<file path="src/design/fcdl_pkg.sv">
// Constants, field layouts and carrier types for fuse decoding and lock.
package fcdl_pkg;

  // Fuse byte offsets within the fuse space
  localparam logic [7:0] FUSE_OFS_SYSTEM_CONFIG_ZERO_FUSE = 8'h05;
  localparam logic [7:0] FUSE_OFS_SYSTEM_CONFIG_ONE_FUSE = 8'h06;
  localparam logic [7:0] FUSE_OFS_CODE_REGION_SIZE = 8'h07;
  localparam logic [7:0] FUSE_OFS_BOOT_REGION_SIZE = 8'h08;
  // Lock key word offset; bytes sit at offsets 0 to 3, low byte first
  localparam logic [7:0] LOCK_OFS_KEY = 8'h00;
  localparam logic [7:0] LOCK_KEY_BYTES = 8'h04;

  // Field positions
  localparam int DEBUG_PIN_BIT = 4;
  localparam int RESET_PIN_BIT = 3;
  localparam int EEPROM_KEEP_BIT = 0;
  localparam int SUPPLY_MSB = 4;
  localparam int SUPPLY_LSB = 3;
  localparam int STARTUP_MSB = 2;
  localparam int STARTUP_LSB = 0;

  // Encodings
  localparam logic [31:0] UNLOCK_KEY = 32'h5CC5_C55C;
  localparam logic [1:0] SUPPLY_DUAL = 2'h1;
  localparam logic [1:0] SUPPLY_SINGLE = 2'h2;
  localparam logic [2:0] STARTUP_NONE = 3'h0;
  localparam logic [7:0] BOOT_SIZE_ALL = 8'h00;
  localparam logic [7:0] INVALID_DATA = 8'h00;
  localparam logic [7:0] ZERO_BYTE = 8'h00;

  // Region sizes count 512-byte blocks
  localparam int REGION_UNIT_BYTES = 512;
  localparam int REGION_SHIFT = $clog2(REGION_UNIT_BYTES);
  localparam int REGION_ADDR_W = 8 + REGION_SHIFT;
  localparam int FLASH_BYTES_DEFAULT = 32768;

  // Start-up delay timing
  localparam int CLK_PERIOD_NS = 25;
  localparam int DELAY_UNIT_MS = 1;
  localparam int NS_PER_MS = 1000000;
  localparam int CYCLES_PER_MS =
    (DELAY_UNIT_MS * NS_PER_MS + CLK_PERIOD_NS - 1) / CLK_PERIOD_NS;
  localparam int DELAY_MS_W = 7;

  typedef enum logic [2:0] {
    sec_flash, sec_sram, sec_eeprom, sec_signature_row,
    sec_user_row_a, sec_fuse, sec_lock, sec_regs
  } fcdl_section_type;

  typedef struct packed {
    logic valid;
    logic write;
    logic fuse_cmd;
    fcdl_section_type section;
    logic [15:0] addr;
    logic [7:0] wdata;
  } fcdl_req_type;

  typedef struct packed {
    logic done;
    logic refused;
    logic [7:0] rdata;
  } fcdl_resp_type;

  typedef struct packed {
    logic [7:0] system_config_zero_fuse;
    logic [7:0] system_config_one_fuse;
    logic [7:0] code_size;
    logic [7:0] boot_size;
    logic [31:0] key;
  } fcdl_fuse_type;

  typedef struct packed {
    logic debug_pin_function_select;
    logic debug_pin_pullup;
    logic reset_pin_function_select;
    logic eeprom_keep_on_erase;
    logic supply_dual;
    logic supply_single;
    logic supply_reserved;
    logic [REGION_ADDR_W:0] boot_region_end;
    logic [REGION_ADDR_W:0] code_region_end;
  } fcdl_cfg_type;

endpackage : fcdl_pkg

</file>
<file path="src/design/fcdl_startup_timer.sv">
// Start-up delay counter: waits 0 or 2^(code-1) milliseconds.
`timescale 1ns/1ps
`default_nettype none
module fcdl_startup_timer
  import fcdl_pkg::*;
#(
  parameter int CYCLES_MS = CYCLES_PER_MS
)
(
  // Clock and reset
  input wire logic core_clk,
  input wire logic rstn,
  input wire logic ce,
  // Control
  input wire logic start,
  input wire logic [2:0] delay_code,
  // Status
  output logic done
);

  localparam int CNT_W = $clog2(CYCLES_MS + 1);
  localparam logic [CNT_W-1:0] LAST_CYCLE = CNT_W'(CYCLES_MS - 1);
  localparam logic [CNT_W-1:0] CNT_ZERO = '0;
  localparam logic [DELAY_MS_W-1:0] MS_ONE = DELAY_MS_W'(1);

  typedef enum logic [1:0] {st_idle, st_count, st_done} fcdl_tmr_type;

  fcdl_tmr_type state, next_state;
  logic [CNT_W-1:0] cyc, next_cyc;
  logic [DELAY_MS_W-1:0] ms_left, next_ms_left;

  always_comb
  begin
    next_state = state;
    next_cyc = cyc;
    next_ms_left = ms_left;
    unique case (state)
      st_idle:
        if (start)
        begin
          if (delay_code == STARTUP_NONE)
            next_state = st_done;
          else
          begin
            next_state = st_count;
            next_cyc = CNT_ZERO;
            next_ms_left = MS_ONE << (delay_code - 3'h1);
          end
        end
      st_count:
        if (cyc == LAST_CYCLE)
        begin
          next_cyc = CNT_ZERO;
          next_ms_left = ms_left - MS_ONE;
          if (ms_left == MS_ONE)
            next_state = st_done;
        end
        else
          next_cyc = cyc + CNT_W'(1);
      st_done:
        next_state = st_done;
    endcase
  end

  always_ff @(posedge core_clk or negedge rstn)
  begin
    if (!rstn)
    begin
      state <= st_idle;
      cyc <= CNT_ZERO;
      ms_left <= '0;
    end
    else if (ce)
    begin
      state <= next_state;
      cyc <= next_cyc;
      ms_left <= next_ms_left;
    end
  end

  assign done = (state == st_done);

endmodule : fcdl_startup_timer
`default_nettype wire

</file>
<file path="src/design/fcdl_fuse_lock.sv">
// Fuse decoding, start-up delay and debugger access protection.
`timescale 1ns/1ps
`default_nettype none
module fcdl_fuse_lock
  import fcdl_pkg::*;
#(
  parameter int FLASH_BYTES = FLASH_BYTES_DEFAULT,
  parameter int CYCLES_MS = CYCLES_PER_MS
)
(
  // Clock, reset, enable
  input wire logic core_clk,
  input wire logic rstn,
  input wire logic ce,
  // Raw fuse and key contents from the array
  input wire fcdl_fuse_type fuse_in,
  // Debugger side
  input wire fcdl_req_type dbg_req,
  input wire logic dbg_erase,
  input wire logic dbg_mem_rvalid,
  input wire logic [7:0] dbg_mem_rdata,
  output fcdl_req_type dbg_mem,
  output fcdl_resp_type dbg_resp,
  // Processor side
  input wire fcdl_req_type cpu_req,
  output fcdl_req_type cpu_mem,
  output fcdl_resp_type cpu_resp,
  // Erase strobes
  output logic erase_flash,
  output logic erase_sram,
  output logic erase_eeprom,
  // Decoded settings and status
  output fcdl_cfg_type cfg,
  output logic locked,
  output logic config_valid,
  output logic code_exec_en
);

  localparam logic [REGION_ADDR_W:0] FLASH_END =
    (REGION_ADDR_W+1)'(FLASH_BYTES);

  typedef enum logic [1:0] {st_load, st_delay, st_run} fcdl_state_type;

  fcdl_state_type state, next_state;
  fcdl_fuse_type held, next_held;
  fcdl_cfg_type next_cfg;
  fcdl_req_type next_dbg_mem, next_cpu_mem;
  fcdl_resp_type next_dbg_resp, next_cpu_resp;
  logic pend, next_pend;
  logic next_erase_flash, next_erase_sram, next_erase_eeprom;
  logic timer_start, timer_done;
  logic key_ok;

  // Rights for one access; the same table serves both parties
  function automatic logic access_ok(input fcdl_section_type sec,
                                     input logic wr,
                                     input logic fuse_cmd,
                                     input logic is_dbg,
                                     input logic lk);
    logic ok;
    ok = 1'b1;
    if (!is_dbg)
      ok = !(wr && (sec == sec_signature_row || sec == sec_fuse ||
                    sec == sec_lock));
    else if (lk)
      ok = wr && fuse_cmd && (sec == sec_user_row_a);
    else
      ok = !(wr && sec == sec_signature_row);
    return ok;
  endfunction : access_ok

  // Byte of the held fuses or key at an offset
  function automatic logic [7:0] local_byte(input fcdl_fuse_type f,
                                            input fcdl_section_type sec,
                                            input logic [15:0] a);
    logic [7:0] b;
    logic [7:0] ofs;
    b = ZERO_BYTE;
    ofs = a[7:0];
    if (sec == sec_lock && ofs >= LOCK_OFS_KEY &&
        ofs < LOCK_OFS_KEY + LOCK_KEY_BYTES)
      b = f.key[8*(ofs - LOCK_OFS_KEY) +: 8];
    else if (sec == sec_fuse)
    begin
      if (ofs == FUSE_OFS_SYSTEM_CONFIG_ZERO_FUSE)
        b = f.system_config_zero_fuse;
      else if (ofs == FUSE_OFS_SYSTEM_CONFIG_ONE_FUSE)
        b = f.system_config_one_fuse;
      else if (ofs == FUSE_OFS_CODE_REGION_SIZE)
        b = f.code_size;
      else if (ofs == FUSE_OFS_BOOT_REGION_SIZE)
        b = f.boot_size;
    end
    return b;
  endfunction : local_byte

  assign key_ok = (held.key == UNLOCK_KEY);

  // Sequencing from reset: load, wait, run
  always_comb
  begin
    next_state = state;
    next_held = held;
    timer_start = 1'b0;
    unique case (state)
      st_load:
      begin
        next_held = fuse_in;
        next_state = st_delay;
      end
      st_delay:
      begin
        timer_start = 1'b1;
        if (timer_done)
          next_state = st_run;
      end
      st_run:
        next_state = st_run;
    endcase
    // Key mirror follows debugger key writes and full erase
    if (state != st_load)
    begin
      if (dbg_req.valid && !pend && dbg_req.write &&
          dbg_req.section == sec_lock &&
          access_ok(dbg_req.section, 1'b1, dbg_req.fuse_cmd,
                    1'b1, !key_ok) &&
          dbg_req.addr[7:0] >= LOCK_OFS_KEY &&
          dbg_req.addr[7:0] < LOCK_OFS_KEY + LOCK_KEY_BYTES)
        next_held.key[8*(dbg_req.addr[7:0] - LOCK_OFS_KEY) +: 8] =
          dbg_req.wdata;
      if (dbg_erase)
        next_held.key = UNLOCK_KEY;
    end
  end

  // Decoded settings come only from the held copy
  always_comb
  begin
    next_cfg.debug_pin_function_select =
      held.system_config_zero_fuse[DEBUG_PIN_BIT];
    next_cfg.debug_pin_pullup = held.system_config_zero_fuse[DEBUG_PIN_BIT];
    next_cfg.reset_pin_function_select =
      held.system_config_zero_fuse[RESET_PIN_BIT];
    next_cfg.eeprom_keep_on_erase = held.system_config_zero_fuse[EEPROM_KEEP_BIT];
    next_cfg.supply_dual =
      (held.system_config_one_fuse[SUPPLY_MSB:SUPPLY_LSB] == SUPPLY_DUAL);
    next_cfg.supply_single =
      (held.system_config_one_fuse[SUPPLY_MSB:SUPPLY_LSB] == SUPPLY_SINGLE);
    next_cfg.supply_reserved =
      !next_cfg.supply_dual && !next_cfg.supply_single;
    if (held.boot_size == BOOT_SIZE_ALL)
    begin
      next_cfg.boot_region_end = FLASH_END;
      next_cfg.code_region_end = FLASH_END;
    end
    else
    begin
      next_cfg.boot_region_end =
        (REGION_ADDR_W+1)'(held.boot_size) << REGION_SHIFT;
      next_cfg.code_region_end =
        (REGION_ADDR_W+1)'(held.code_size) << REGION_SHIFT;
    end
  end

  // Debugger path; one access in flight at a time
  always_comb
  begin
    next_pend = pend;
    next_dbg_mem = '0;
    next_dbg_resp = '0;
    next_erase_flash = 1'b0;
    next_erase_sram = 1'b0;
    next_erase_eeprom = 1'b0;
    if (state != st_load)
    begin
      if (dbg_erase)
      begin
        // User row has no erase strobe, so it survives
        next_erase_flash = 1'b1;
        next_erase_sram = 1'b1;
        next_erase_eeprom = !cfg.eeprom_keep_on_erase;
      end
      if (pend)
      begin
        if (dbg_mem_rvalid)
        begin
          next_pend = 1'b0;
          next_dbg_resp.done = 1'b1;
          next_dbg_resp.rdata = dbg_mem_rdata;
        end
      end
      else if (dbg_req.valid)
      begin
        if (access_ok(dbg_req.section, dbg_req.write, dbg_req.fuse_cmd,
                      1'b1, !key_ok))
        begin
          next_dbg_mem = dbg_req;
          if (dbg_req.write)
            next_dbg_resp.done = 1'b1;
          else
            next_pend = 1'b1;
        end
        else
        begin
          // Refused accesses still complete, carrying INVALID_DATA
          next_dbg_resp.done = 1'b1;
          next_dbg_resp.refused = 1'b1;
          next_dbg_resp.rdata = INVALID_DATA;
        end
      end
    end
  end

  // Processor path; lock state never narrows it
  always_comb
  begin
    next_cpu_mem = '0;
    next_cpu_resp = '0;
    if (cpu_req.valid && state != st_load)
    begin
      if (!access_ok(cpu_req.section, cpu_req.write, cpu_req.fuse_cmd,
                     1'b0, !key_ok))
      begin
        next_cpu_resp.done = 1'b1;
        next_cpu_resp.refused = 1'b1;
      end
      else if (!cpu_req.write &&
               (cpu_req.section == sec_fuse ||
                cpu_req.section == sec_lock))
      begin
        next_cpu_resp.done = 1'b1;
        next_cpu_resp.rdata =
          local_byte(held, cpu_req.section, cpu_req.addr);
      end
      else
        next_cpu_mem = cpu_req;
    end
  end

  always_ff @(posedge core_clk or negedge rstn)
  begin
    if (!rstn)
    begin
      state <= st_load;
      held <= '0;
      cfg <= '0;
      pend <= 1'b0;
      dbg_mem <= '0;
      dbg_resp <= '0;
      cpu_mem <= '0;
      cpu_resp <= '0;
      erase_flash <= 1'b0;
      erase_sram <= 1'b0;
      erase_eeprom <= 1'b0;
      locked <= 1'b1;
    end
    else if (ce)
    begin
      state <= next_state;
      held <= next_held;
      cfg <= next_cfg;
      pend <= next_pend;
      dbg_mem <= next_dbg_mem;
      dbg_resp <= next_dbg_resp;
      cpu_mem <= next_cpu_mem;
      cpu_resp <= next_cpu_resp;
      erase_flash <= next_erase_flash;
      erase_sram <= next_erase_sram;
      erase_eeprom <= next_erase_eeprom;
      locked <= (next_held.key != UNLOCK_KEY);
    end
  end

  assign config_valid = (state != st_load);
  assign code_exec_en = (state == st_run);

  fcdl_startup_timer #(
    .CYCLES_MS(CYCLES_MS)
  ) u_timer (
    .core_clk(core_clk),
    .rstn(rstn),
    .ce(ce),
    .start(timer_start),
    .delay_code(held.system_config_one_fuse[STARTUP_MSB:STARTUP_LSB]),
    .done(timer_done)
  );

endmodule : fcdl_fuse_lock
`default_nettype wire

</file>
<file path="config.mk">
export PLATFORM = sky130hd
export DESIGN_NAME = fcdl_fuse_lock
export DESIGN_NICKNAME = d
export VERILOG_FILES = /design/src/design/fcdl_pkg.sv /design/src/design/fcdl_startup_timer.sv /design/src/design/fcdl_fuse_lock.sv
export SDC_FILE = /design/constraint.sdc
export NUM_CORES = 1
export LEC_CHECK = 0
export BUFFER_PORTS_ARGS = -buffer_cell sky130_fd_sc_hd__buf_2
export CORE_UTILIZATION = 30
export CTS_BUF_LIST = sky130_fd_sc_hd__clkbuf_16
export DETAILED_ROUTE_END_ITERATION = 16
export GPL_TIMING_DRIVEN = 0
export PLACE_DENSITY_LB_ADDON = 0.15
export SKIP_CTS_REPAIR_TIMING = 1
export SLEW_MARGIN = 30
export SYNTH_ARGS = -nofsm -noshare
export SYNTH_HDL_FRONTEND = slang
export SYNTH_HIERARCHICAL = 1
export SYNTH_SLANG_ARGS = --single-unit
</file>
<file path="constraint.sdc">
create_clock -name core_clk -period 2.68 [get_ports core_clk]
set_input_delay 0.536 -clock core_clk [delete_from_list [all_inputs] [get_ports core_clk]]
set_output_delay 0.536 -clock core_clk [all_outputs]
set_load 0.01 [all_outputs]
</file>
== Word level (Yosys, flattened, before mapping) ==
Cells that the tools add are included.
Storage, ports and cells
  input bits: 137
  output and inout port bits: 129
  word-level logic and storage cells: 182
  register bits after elaboration: 217
Operators by class
  add/sub/neg operators: 4
  mux-type cells: 67
  eq/ne operators: 25
  reduce and logical (&&, ||, !) cells: 39
  shift operators: 4
  order comparisons: 4
Operators by type and width (number)
  30-bit 2-to-1 mux: 7
  32-bit 2-to-1 mux: 4
  8-bit 2-to-1 mux: 10
  16-bit 2-to-1 mux: 3
  35-bit 2-to-1 mux: 1
  11-bit negation with 34-bit output: 1
  8-bit by 34-bit variable shift with 32-bit output (first input constant): 1
  8-bit by 34-bit indexed part select with 32-bit output: 1
  32-bit bitwise mux: 1
  32-bit by 31-bit == test with 1-bit output (second input constant): 1
  32-bit by 31-bit != test with 1-bit output (second input constant): 1
  16-bit case mux with 2 select lines: 1
  32-bit by 12-bit indexed part select with 8-bit output: 1
  10-bit 2-to-1 mux: 3
  1-bit 2-to-1 mux: 25
  8-bit by 3-bit == test with 1-bit output (second input constant): 3
  7-bit 2-to-1 mux: 3
  16-bit by 1-bit adder with 16-bit output (second input constant): 1
  16-bit == test (second input constant): 1
  8-bit by 1-bit greater-or-equal comparator with 1-bit output (second input constant): 2
  1-bit logical AND: 16
  8-bit by 3-bit less-than comparator with 1-bit output (second input constant): 2
  7-bit case mux with 2 select lines: 1
  3-bit == test (second input constant): 4
  22 further kinds: 49

== Logic depth before layout (Yosys ltp) ==
Gate-level depths: netlist of the first run.
  depth after elaboration: 11
  depth in mapped cells: 12
  gate-level depth less buffers: 11

== Cells and area by module ==
The synthesis of the first run kept the hierarchy.
Modules (own cells, without submodules)
  fcdl_fuse_lock: cells an instance 745, area an instance 8365.5 um^2, times used 1, seq. area each 4305.4 um^2
  fcdl_startup_timer: cells an instance 181, area an instance 1616.6 um^2, times used 1, seq. area each 625.6 um^2

== Least setup slack after synthesis of the first run ==
No wires, ideal clock.
  path type: input -> register
  start: in dbg_req[8] in the netlist's numbering
  end: reg locked
  required time: 2.597 ns
  path buffers: 1
  slack: -0.188 ns
  stages: 11
  data arrival time: 2.785 ns
  library setup time: 0.083 ns
  cells stage by stage: inv_1 ha_1 nor3b_1 xnor2_1 a2111oi_4 a41o_1 buf_6 a31oi_2 o211ai_1 or4_1 o32a_1
On the way
  word-level cells in the longest chain between the ends: 7
  elaborated cells between the ends (all ways): 12
  those cells by class: 1 x add/sub; 2 x order compare; 1 x eq/ne; 2 x shift; 4 x mux; 2 x reduce/logical
RTL lines
  start: declaration: RTL line fcdl_fuse_lock.sv:18  | input wire fcdl_req_type dbg_req,
  11-bit negation with 34-bit output or 8-bit by 1-bit greater-or-equal comparator with 1-bit output (tied branches): RTL line fcdl_fuse_lock.sv:129, fcdl_fuse_lock.sv:127
  8-bit by 34-bit indexed part select with 32-bit output (tied with other cells): RTL line fcdl_fuse_lock.sv:129  | next_held.key[8*(dbg_req.addr[7:0] - LOCK_OFS_KEY) +: 8] =
  32-bit bitwise mux or 1-bit logical AND (tied branches): RTL line fcdl_fuse_lock.sv:129, fcdl_fuse_lock.sv:127
  32-bit 2-to-1 mux *: RTL line fcdl_fuse_lock.sv:123  | if (dbg_req.valid && !pend && dbg_req.write &&
  32-bit 2-to-1 mux *: RTL line fcdl_fuse_lock.sv:131  | if (dbg_erase)
  32-bit 2-to-1 mux *: RTL line fcdl_fuse_lock.sv:121  | if (state != st_load)
  32-bit by 31-bit != test with 1-bit output *: RTL line fcdl_fuse_lock.sv:270  | locked <= (next_held.key != UNLOCK_KEY);
  end signal: assignment: RTL line fcdl_fuse_lock.sv:270
  end: declaration: RTL line fcdl_fuse_lock.sv:34  | output logic locked,
Mark *: on every way between the ends. The rest lies on a longest branch, timed or not.
A chain may end at the register's enable or synchronous reset.

== Final worst setup path of the first run ==
  start: reg held[27] in the netlist's numbering
  end: reg locked
On the way
  word-level cells in the longest chain between the ends: 10
  elaborated cells between the ends (all ways): 12
  those cells by class: 2 x eq/ne; 7 x mux; 3 x reduce/logical
RTL lines
  start: declaration: RTL line fcdl_fuse_lock.sv:45  | fcdl_fuse_type held, next_held;
  start signal: assignment: RTL line fcdl_fuse_lock.sv:260  | held <= next_held;
  32-bit by 31-bit == test with 1-bit output: RTL line fcdl_fuse_lock.sv:97  | assign key_ok = (held.key == UNLOCK_KEY);
  1-bit 2-to-1 mux: RTL line fcdl_fuse_lock.sv:65  | else if (lk)
  1-bit 2-to-1 mux: RTL line fcdl_fuse_lock.sv:121
  1-bit logical AND: RTL line fcdl_fuse_lock.sv:124  | dbg_req.section == sec_lock &&
  1-bit logical AND: RTL line fcdl_fuse_lock.sv:126  | 1'b1, !key_ok) &&
  1-bit logical AND: RTL line fcdl_fuse_lock.sv:127  | dbg_req.addr[7:0] >= LOCK_OFS_KEY &&
  32-bit 2-to-1 mux: RTL line fcdl_fuse_lock.sv:123
  32-bit 2-to-1 mux: RTL line fcdl_fuse_lock.sv:131
  32-bit 2-to-1 mux *: RTL line fcdl_fuse_lock.sv:121
  32-bit by 31-bit != test with 1-bit output *: RTL line fcdl_fuse_lock.sv:270
Mark *: on every way between the ends. The rest lies on a longest branch, timed or not. The select of a mux whose other input is x is not followed.

==> results.yml, run 1 <==
clocking:
  cts_tree: "yes"
  htreeDepth: 4
  clk_pin_slew_ns: 0.09
  clk_path_buf_depth: 2
  numCtsBuffers: 17
  root_buffer: "clkbuf_16"
  insertion_delay_ns: 0.46
  cts_num_sinks: 197
routing:
  antenna_left: 0
  dr_total_vias: 8730
  vias_per_cell: 5.21
  dr.pass1.iters: 7
  drtIter0Drc: 549
  drc: 0
  wl_mm: 34.0
  wl_per_cell_um: 20.3
synth:
  synth_ff_type: "dfrtp_1"
  synthesis.instances: 926
  yosysSeqAreaShare_pct: 49.4
  ys_seq_elements: 197
  synth_cell_types: 82
  syn_area_mm2: 0.00998
  async_flop_share_pct: 100
  synth_edf_count: 0
  yosysWarnings: 6
  avgSynthCellArea_um2: 10.8
timing:
  fin_crit_sh_pct: 99.8
  finalSetupViolCount: 0
  max-slew-margin-rel_pct: 38.1
  fin_ws_ns: 0.00668
  drv_slew: 0
  hold_viol_final: 0
  min_period_ns: 2.67
  rsz0062_at_grt: "true"
  holdWs_ns: 0.304
  skew_ns: 0.0211
  tightest_slew_ns: 0.929
  fmax_mhz: 374
finish:
  instances_no_fill: 1675
  mostFrequentLayoutCell: "buf_2"
  mostFrequentLayoutCells: "buf_2, dfrtp_1, a22o_1"
  diodes: 0
  syn2layout_area_growth_pct: 29.0
  fillers: 3259
  drive_above_1_share_pct: 36.3
  finish.instance_area_mm2: 0.0129
  fin_util_pct: 39.5
  nets: 1370
die:
  die_y_um: 184
  die_width_um: 184
  row_count: 66
  dieArea_mm2: 0.0340
  initial_core_util_pct: 30.6
  core_mm2: 0.0326
  ios: 266
worst_setup_path:
  cp_data_required_time_ns: 3.06
  cp.arrival_ns: 3.05
  cp_slowest_cell: "or4_4"
  crit_chain: "nor3b_2 -> nand2_1 -> nor4_4 -> buf_4 -> a32o_1 -> clkbuf_4 -> a41oi_1 -> o211ai_1 -> or4_4 -> o32a_1"
  start_kind: "flop"
  setup.worst_path.class: "flop to flop"
  cp_num_buf_inv: 2
  worst_setup_path_end_kind: "flop"
  crit_family: "compound AO/OA/AOI/OAI gates"
  cp_max_fo: 10
  cpPeakStageDelay_ns: 0.51
pwr:
  intPower_uw: 6370
  p_sw_uw: 3600
  p_leak_uw: 0.00600
  clkPwrFrac_pct: 26.6
  p_comb_share_pct: 30.2
  seq_power_share_pct: 43.2
  irDropWorstVdd_mv: 0.490
  power.density_mw_per_mm2: 774
  sw_frac_of_total_pct: 36.1
status:
  outcome: "complete, no violations"
global_route:
  antenna_found_initial: 0
  grt_remaining_overflow: 0
  grt_util_all_layers_pct: 20.3
  grt_pass1_vias: 8420
  grt_first_pass_wirelength_mm: 51.4
  grt_max_degree: 71
placed_design:
  hpwl_mm: 25.5
  io_buffers: 241
  placed_cells: 1631
  place_ws_ns: -0.735
  placed_area_mm2: 0.0120
  gp_congestion: 0.910
hold_path:
  hold_class: "input pin to flop"
job:
  cap_viol_max_count: 0
[logic make-up after synthesis]
family | count (synthesis) | share of synthesized area [%]
AOI/OAI and AO/OA | 269 | 20.1
buffers and inverters | 105 | 5.28
and+or+nand+nor | 267 | 14.3
muxes | 70 | 8.76
xor gates and xnor gates | 4 | 0.426
other | 1 | 0.0376
DFF | 197 | 49.4
adders and majority gates | 13 | 1.63
[per-stage QoR]
| stage | TNS (ns) | power (µW) |
|---|---|---|
| after CTS | -30.92 | 9920 |
| final | 0 | 9970 |
| after floorplan | -0.0458 | 6000 |
| after global routing | -0.0904 | 10600 |
| after detailed placement | -38.58 | 7240 |
| after global placement | -554.86 | 7180 |
[state kept, by name (all words and copies together), names as in the netlist, 7 cells and up]
name,cells
held,64
cfg,22
u_timer/ms_left,7
dbg_resp,10
u_timer/cyc,16
dbg_mem,30
cpu_resp,10
cpu_mem,30
[cells in the mapped netlist, types with 13 or more instances]
cell type | count | area share, %
mux2_2 | 58 | 6.5
o2bb2ai_1 | 14 | 1.2
o21ai_0 | 45 | 2.3
nand3_1 | 29 | 1.5
dfrtp_1 | 196 | 49
nor3_1 | 15 | 0.75
a21oi_1 | 33 | 1.7
clkbuf_1 | 37 | 1.4
nor2_1 | 48 | 1.8
a22o_1 | 77 | 6.8
a22oi_1 | 24 | 1.8
buf_4 | 23 | 1.7
ha_1 | 13 | 1.6
nand2_1 | 70 | 2.6
inv_1 | 26 | 0.98
[layout make-up]
class	instances	area, µm²	share of cell area, %
Clock inverter	15	185	1.44
Inverter	27	105	0.816
Clock buffer	17	425	3.30
Timing Repair Buffer	257	1410	11.0
Buffer	77	439	3.41
Multi-Input combinational cell	643	4830	37.5
Tap cell	442	553	4.29
Sequential cell	197	4930	38.3
[path summary, 6_finish.rpt]
| kind | cells after the start | from | slack (ns) | to |
|---|---|---|---|---|
| max | 10 | held[27]$_DFFE_PN0P_ | 0.007 | locked$_DFFE_PN1P_ |
| min | 2 | cpu_req[4] | 0.30 | cpu_mem[4]$_DFFE_PN0P_ |
| max reg2reg | 10 | held[27]$_DFFE_PN0P_ | 0.007 | locked$_DFFE_PN1P_ |
| min reg2reg | 1 | cpu_mem[29]$_DFFE_PN0P_ | 0.49 | cpu_mem[29]$_DFFE_PN0P_ |
| max in group asynchronous | 5 | rstn | 0.93 | cfg[39]$_DFFE_PN0P_ |
| min in group asynchronous | 2 | rstn | 0.55 | pend$_DFFE_PN0P_ |
[metal layers]
layer | track usage (%) | wire [µm] | up-vias
met1 | 28.4 | 15400 | 4295
met3 | 3.58 | 2210 | 41
met2 | 31.4 | 15600 | 339
met4 | 7.03 | 748 | 0
met5 | 0 | 0 | -
li1 | - | - | 4055
[power groups by stage]
stage               clock network, µW  registers [µW]  logic (µW)
finish                           2650            4310        3010
global route                     2850            4420        3310
CTS                              2730            4300        2890
detailed placement                  0            4360        2880
global placement                    0            4350        2830
floorplan                           0            4260        1740
(Power assumes the default switching activity.)
==> run 2, diff against run 1 <==
--- a/config.mk
+++ b/config.mk
@@ -15,5 +15,4 @@
 export SLEW_MARGIN = 30
 export SYNTH_ARGS = -nofsm -noshare
 export SYNTH_HDL_FRONTEND = slang
-export SYNTH_HIERARCHICAL = 1
 export SYNTH_SLANG_ARGS = --single-unit
==> constraint.sdc (replaced) <==
create_clock -name core_clk -period 2.7 [get_ports core_clk]
set_input_delay 0.54 -clock core_clk [delete_from_list [all_inputs] [get_ports core_clk]]
set_output_delay 0.54 -clock core_clk [all_outputs]
set_load 0.01 [all_outputs]
==> run 2 against run 1 <==
Global-route usage down 0.83 points. Power up 1.3%. Clock power down 11%. Combinational power up 11%. Die area down 3.1%. Final area down 5.1%. Flip-flop and latch count unchanged. Count of clock-buffer cells in the layout unchanged. Largest power group unchanged. Fmax up 1.4%.
==> results.yml, run 2 <==
die:
  dieArea_mm2: 0.0330
  core_mm2: 0.0316
  row_count: 65
  initial_core_util_pct: 30.6
  die_y_um: 182
  die_width_um: 182
  ios: 266
timing:
  tightest_slew_ns: 0.986
  holdWs_ns: 0.0668
  drv_slew: 0
  rsz0062_at_grt: "true"
  hold_viol_final: 0
  finalSetupViolCount: 0
  skew_ns: 0.00993
  fmax_mhz: 379
  min_period_ns: 2.64
  max-slew-margin-rel_pct: 33.8
  fin_crit_sh_pct: 97.7
synth:
  yosysTopAreaCell: "dfrtp_1"
  synth_top_cell_area_share_pct: 50.7
  yosys-top-cells-area: "dfrtp_1, a22o_1, mux2_2, o21ai_0, nand2_1"
  avgSynthCellArea_um2: 11.0
  synthesis.instances: 877
  synth_top_family_by_area: "compound AO/OA/AOI/OAI gates"
  yosysSeqAreaShare_pct: 51.0
  syn_area_mm2: 0.00967
  yosysMostFrequentCell: "dfrtp_1"
  synth-compound-area-share_pct: 19.0
  synthAdderAreaFrac_pct: 1.68
  ys_seq_elements: 197
  synthSimpleGateAreaFrac_pct: 13.3
  synth_ff_type: "dfrtp_1"
  yosys-mux-area-fraction_pct: 9.06
  synth_cell_types: 80
  synthTopCellsByCount: "dfrtp_1, a22o_1, nand2_1"
  yosysWarnings: 0
  synth_edf_count: 0
  synth_xor_area_share_pct: 1.09
  async_flop_share_pct: 100
finish:
  top_regs: "held (64), cpu_mem (30), dbg_mem (30)"
  syn2layout_area_growth_pct: 26.4
  diodes: 0
  fillers: 3230
  largest_register_ffs: 64
  multiInputGateArea_mm2: 0.00447
  nets: 1313
  instances_no_fill: 1578
  mostFrequentLayoutCells: "buf_2, dfrtp_1, a22o_1"
  fin_util_pct: 38.6
  drive_above_1_share_pct: 36.0
  largest_register: "held"
  ff_latch_area_mm2: 0.00493
  finish.instance_area_mm2: 0.0122
  mostFrequentLayoutCell: "buf_2"
worst_setup_path:
  crit_chain: "inv_2 -> ha_4 -> buf_8 -> inv_8 -> or4_4 -> nor3_4 -> o2111ai_2 -> a41oi_2 -> nand3_2 -> a2111oi_4 -> a41oi_2"
  cp_slowest_cell: "or4_4"
  cpPeakStageDelay_ns: 0.54
  crit_family: "simple AND/OR/NAND/NOR gates"
  cp_num_buf_inv: 3
  crit_top_cell: "a41oi_2"
  cp_data_required_time_ns: 3.05
  setup.worst_path.class: "flop to flop"
  start_kind: "flop"
  reg2reg_depth: 11
  cp.arrival_ns: 2.99
  worst_setup_path_end_kind: "flop"
  cp.depth: 11
  cp_max_fo: 10
routing:
  drc: 0
  dr.pass1.iters: 8
  vias_per_cell: 5.13
  wl_mm: 31.9
  antenna_left: 0
  drtIter0Drc: 554
  wl_per_cell_um: 20.2
  dr_total_vias: 8091
clocking:
  insertion_delay_ns: 0.44
  cts_tree: "yes"
  htreeDepth: 4
  numCtsBuffers: 17
  clk_pin_slew_ns: 0.07
  cts_num_sinks: 197
  root_buffer: "clkbuf_16"
  clk_path_buf_depth: 2
pwr:
  intPower_uw: 6450
  power.density_mw_per_mm2: 827
  p_sw_uw: 3650
  power.total_uw: 10100
  seq_power_share_pct: 43.7
  irDropWorstVdd_mv: 0.460
  p_comb_share_pct: 33.0
  clkPwrFrac_pct: 23.3
  sw_frac_of_total_pct: 36.2
  p_leak_uw: 0.00584
placed_design:
  hpwl_mm: 23.9
  placed_cells: 1542
  gp_congestion: 0.862
  io_buffers: 242
  placed_area_mm2: 0.0115
job:
  cap_viol_max_count: 0
status:
  outcome: "complete, no violations"
global_route:
  grt_first_pass_wirelength_mm: 48.6
  antenna_found_initial: 0
  grt_pass1_vias: 7934
  grt_max_degree: 77
  grt_remaining_overflow: 0
  grt_util_all_layers_pct: 19.5
hold_path:
  hold_class: "input pin to async pin"
## run 2: changes by cell type in the layout (fill, tap and decap cells not counted), sizes merged, moves of 8 or more
| cell | delta |
|---|---|
| a22oi | -19 |
| nand3 | -14 |
| buf | -12 |
| o2bb2ai | -12 |
| a21oi | +11 |
| a22o | +11 |
| nor4 | -10 |
| a31oi | -9 |
| nand2 | -9 |
| nor2 | +9 |
| a222oi | +8 |
| o22ai | +8 |
| xor2 | +8 |
## run 2: final cells by class
cell class / instances / share of cell area [%]
Sequential cell: 197 / 40.3
Multi-Input combinational cell: 600 / 36.6
Timing Repair Buffer: 251 / 10.9
Tap cell: 402 / 4.12
Clock buffer: 17 / 3.48
Buffer: 65 / 2.89
Inverter: 31 / 1.01
Clock inverter: 15 / 0.737
## run 2: final timing paths
path | to | slack, ns | start
setup reg to reg | locked$_DFFE_PN1P_ | 0.06 | state[1]$_DFFE_PN0P_
hold reg to reg | dbg_mem[29]$_DFFE_PN0P_ | 0.48 | dbg_mem[29]$_DFFE_PN0P_
min in group core_clk | dbg_mem[19]$_DFFE_PN0P_ | 0.31 | dbg_req[19]
setup / recovery | locked$_DFFE_PN1P_ | 0.06 | state[1]$_DFFE_PN0P_
max in group asynchronous | locked$_DFFE_PN1P_ | 1.84 | rstn
hold / removal | cpu_mem[16]$_DFFE_PN0P_ | 0.07 | rstn
## run 2: cell families (layout without fill, tap and decap cells)
logic type | Yosys count | after routing
xor+xnor | 12 | 12
buf+inv | 99 | 379
flops | 197 | 197
simple gates | 237 | 237
fa+ha+maj | 13 | 13
compound gates | 248 | 248
other cells | 1 | 20
mux | 70 | 70
## run 2: routing by layer
| metal | up-vias | global-route usage (%) | wire length [µm] |
|---|---|---|---|
| met3 | 32 | 3.65 | 1720 |
| met4 | 0 | 5.08 | 452 |
| li1 | 3797 | - | - |
| met5 | - | 0 | 0 |
| met1 | 4003 | 26.6 | 14400 |
| met2 | 259 | 31.6 | 15300 |
## run 2: power by group through the flow
stage          Clock [µW]  Sequential [µW]  Combinational [µW]
6_report             2350             4420                3330
5_1_grt              2550             4530                3680
4_1_cts              2430             4410                3190
3_5_place_dp            0             4460                3180
3_3_place_gp            0             4440                3150
2_1_floorplan           0             4340                2010
## run 2: stage by stage
| stage | worst slack (ns) | TNS [ns] |
|---|---|---|
| floorplan | 0.0974 | 0 |
| global placement | -2.57 | -517.25 |
| detailed placement | -0.502 | -11.22 |
| CTS | -0.292 | -4.74 |
| global route | -0.0345 | -0.0522 |
| finish | 0.0631 | 0 |
## run 2: worst reg2reg max path: cells and delay by family (launching register included)
family / cells / cell delay (ns)
AO/OA/AOI/OAI: 4 / 0.84
buffers and inverters: 3 / 0.27
adder cells (fa/ha/maj): 1 / 0.15
flip-flops: 1 / 0.40
AND/OR/NAND/NOR: 3 / 0.90
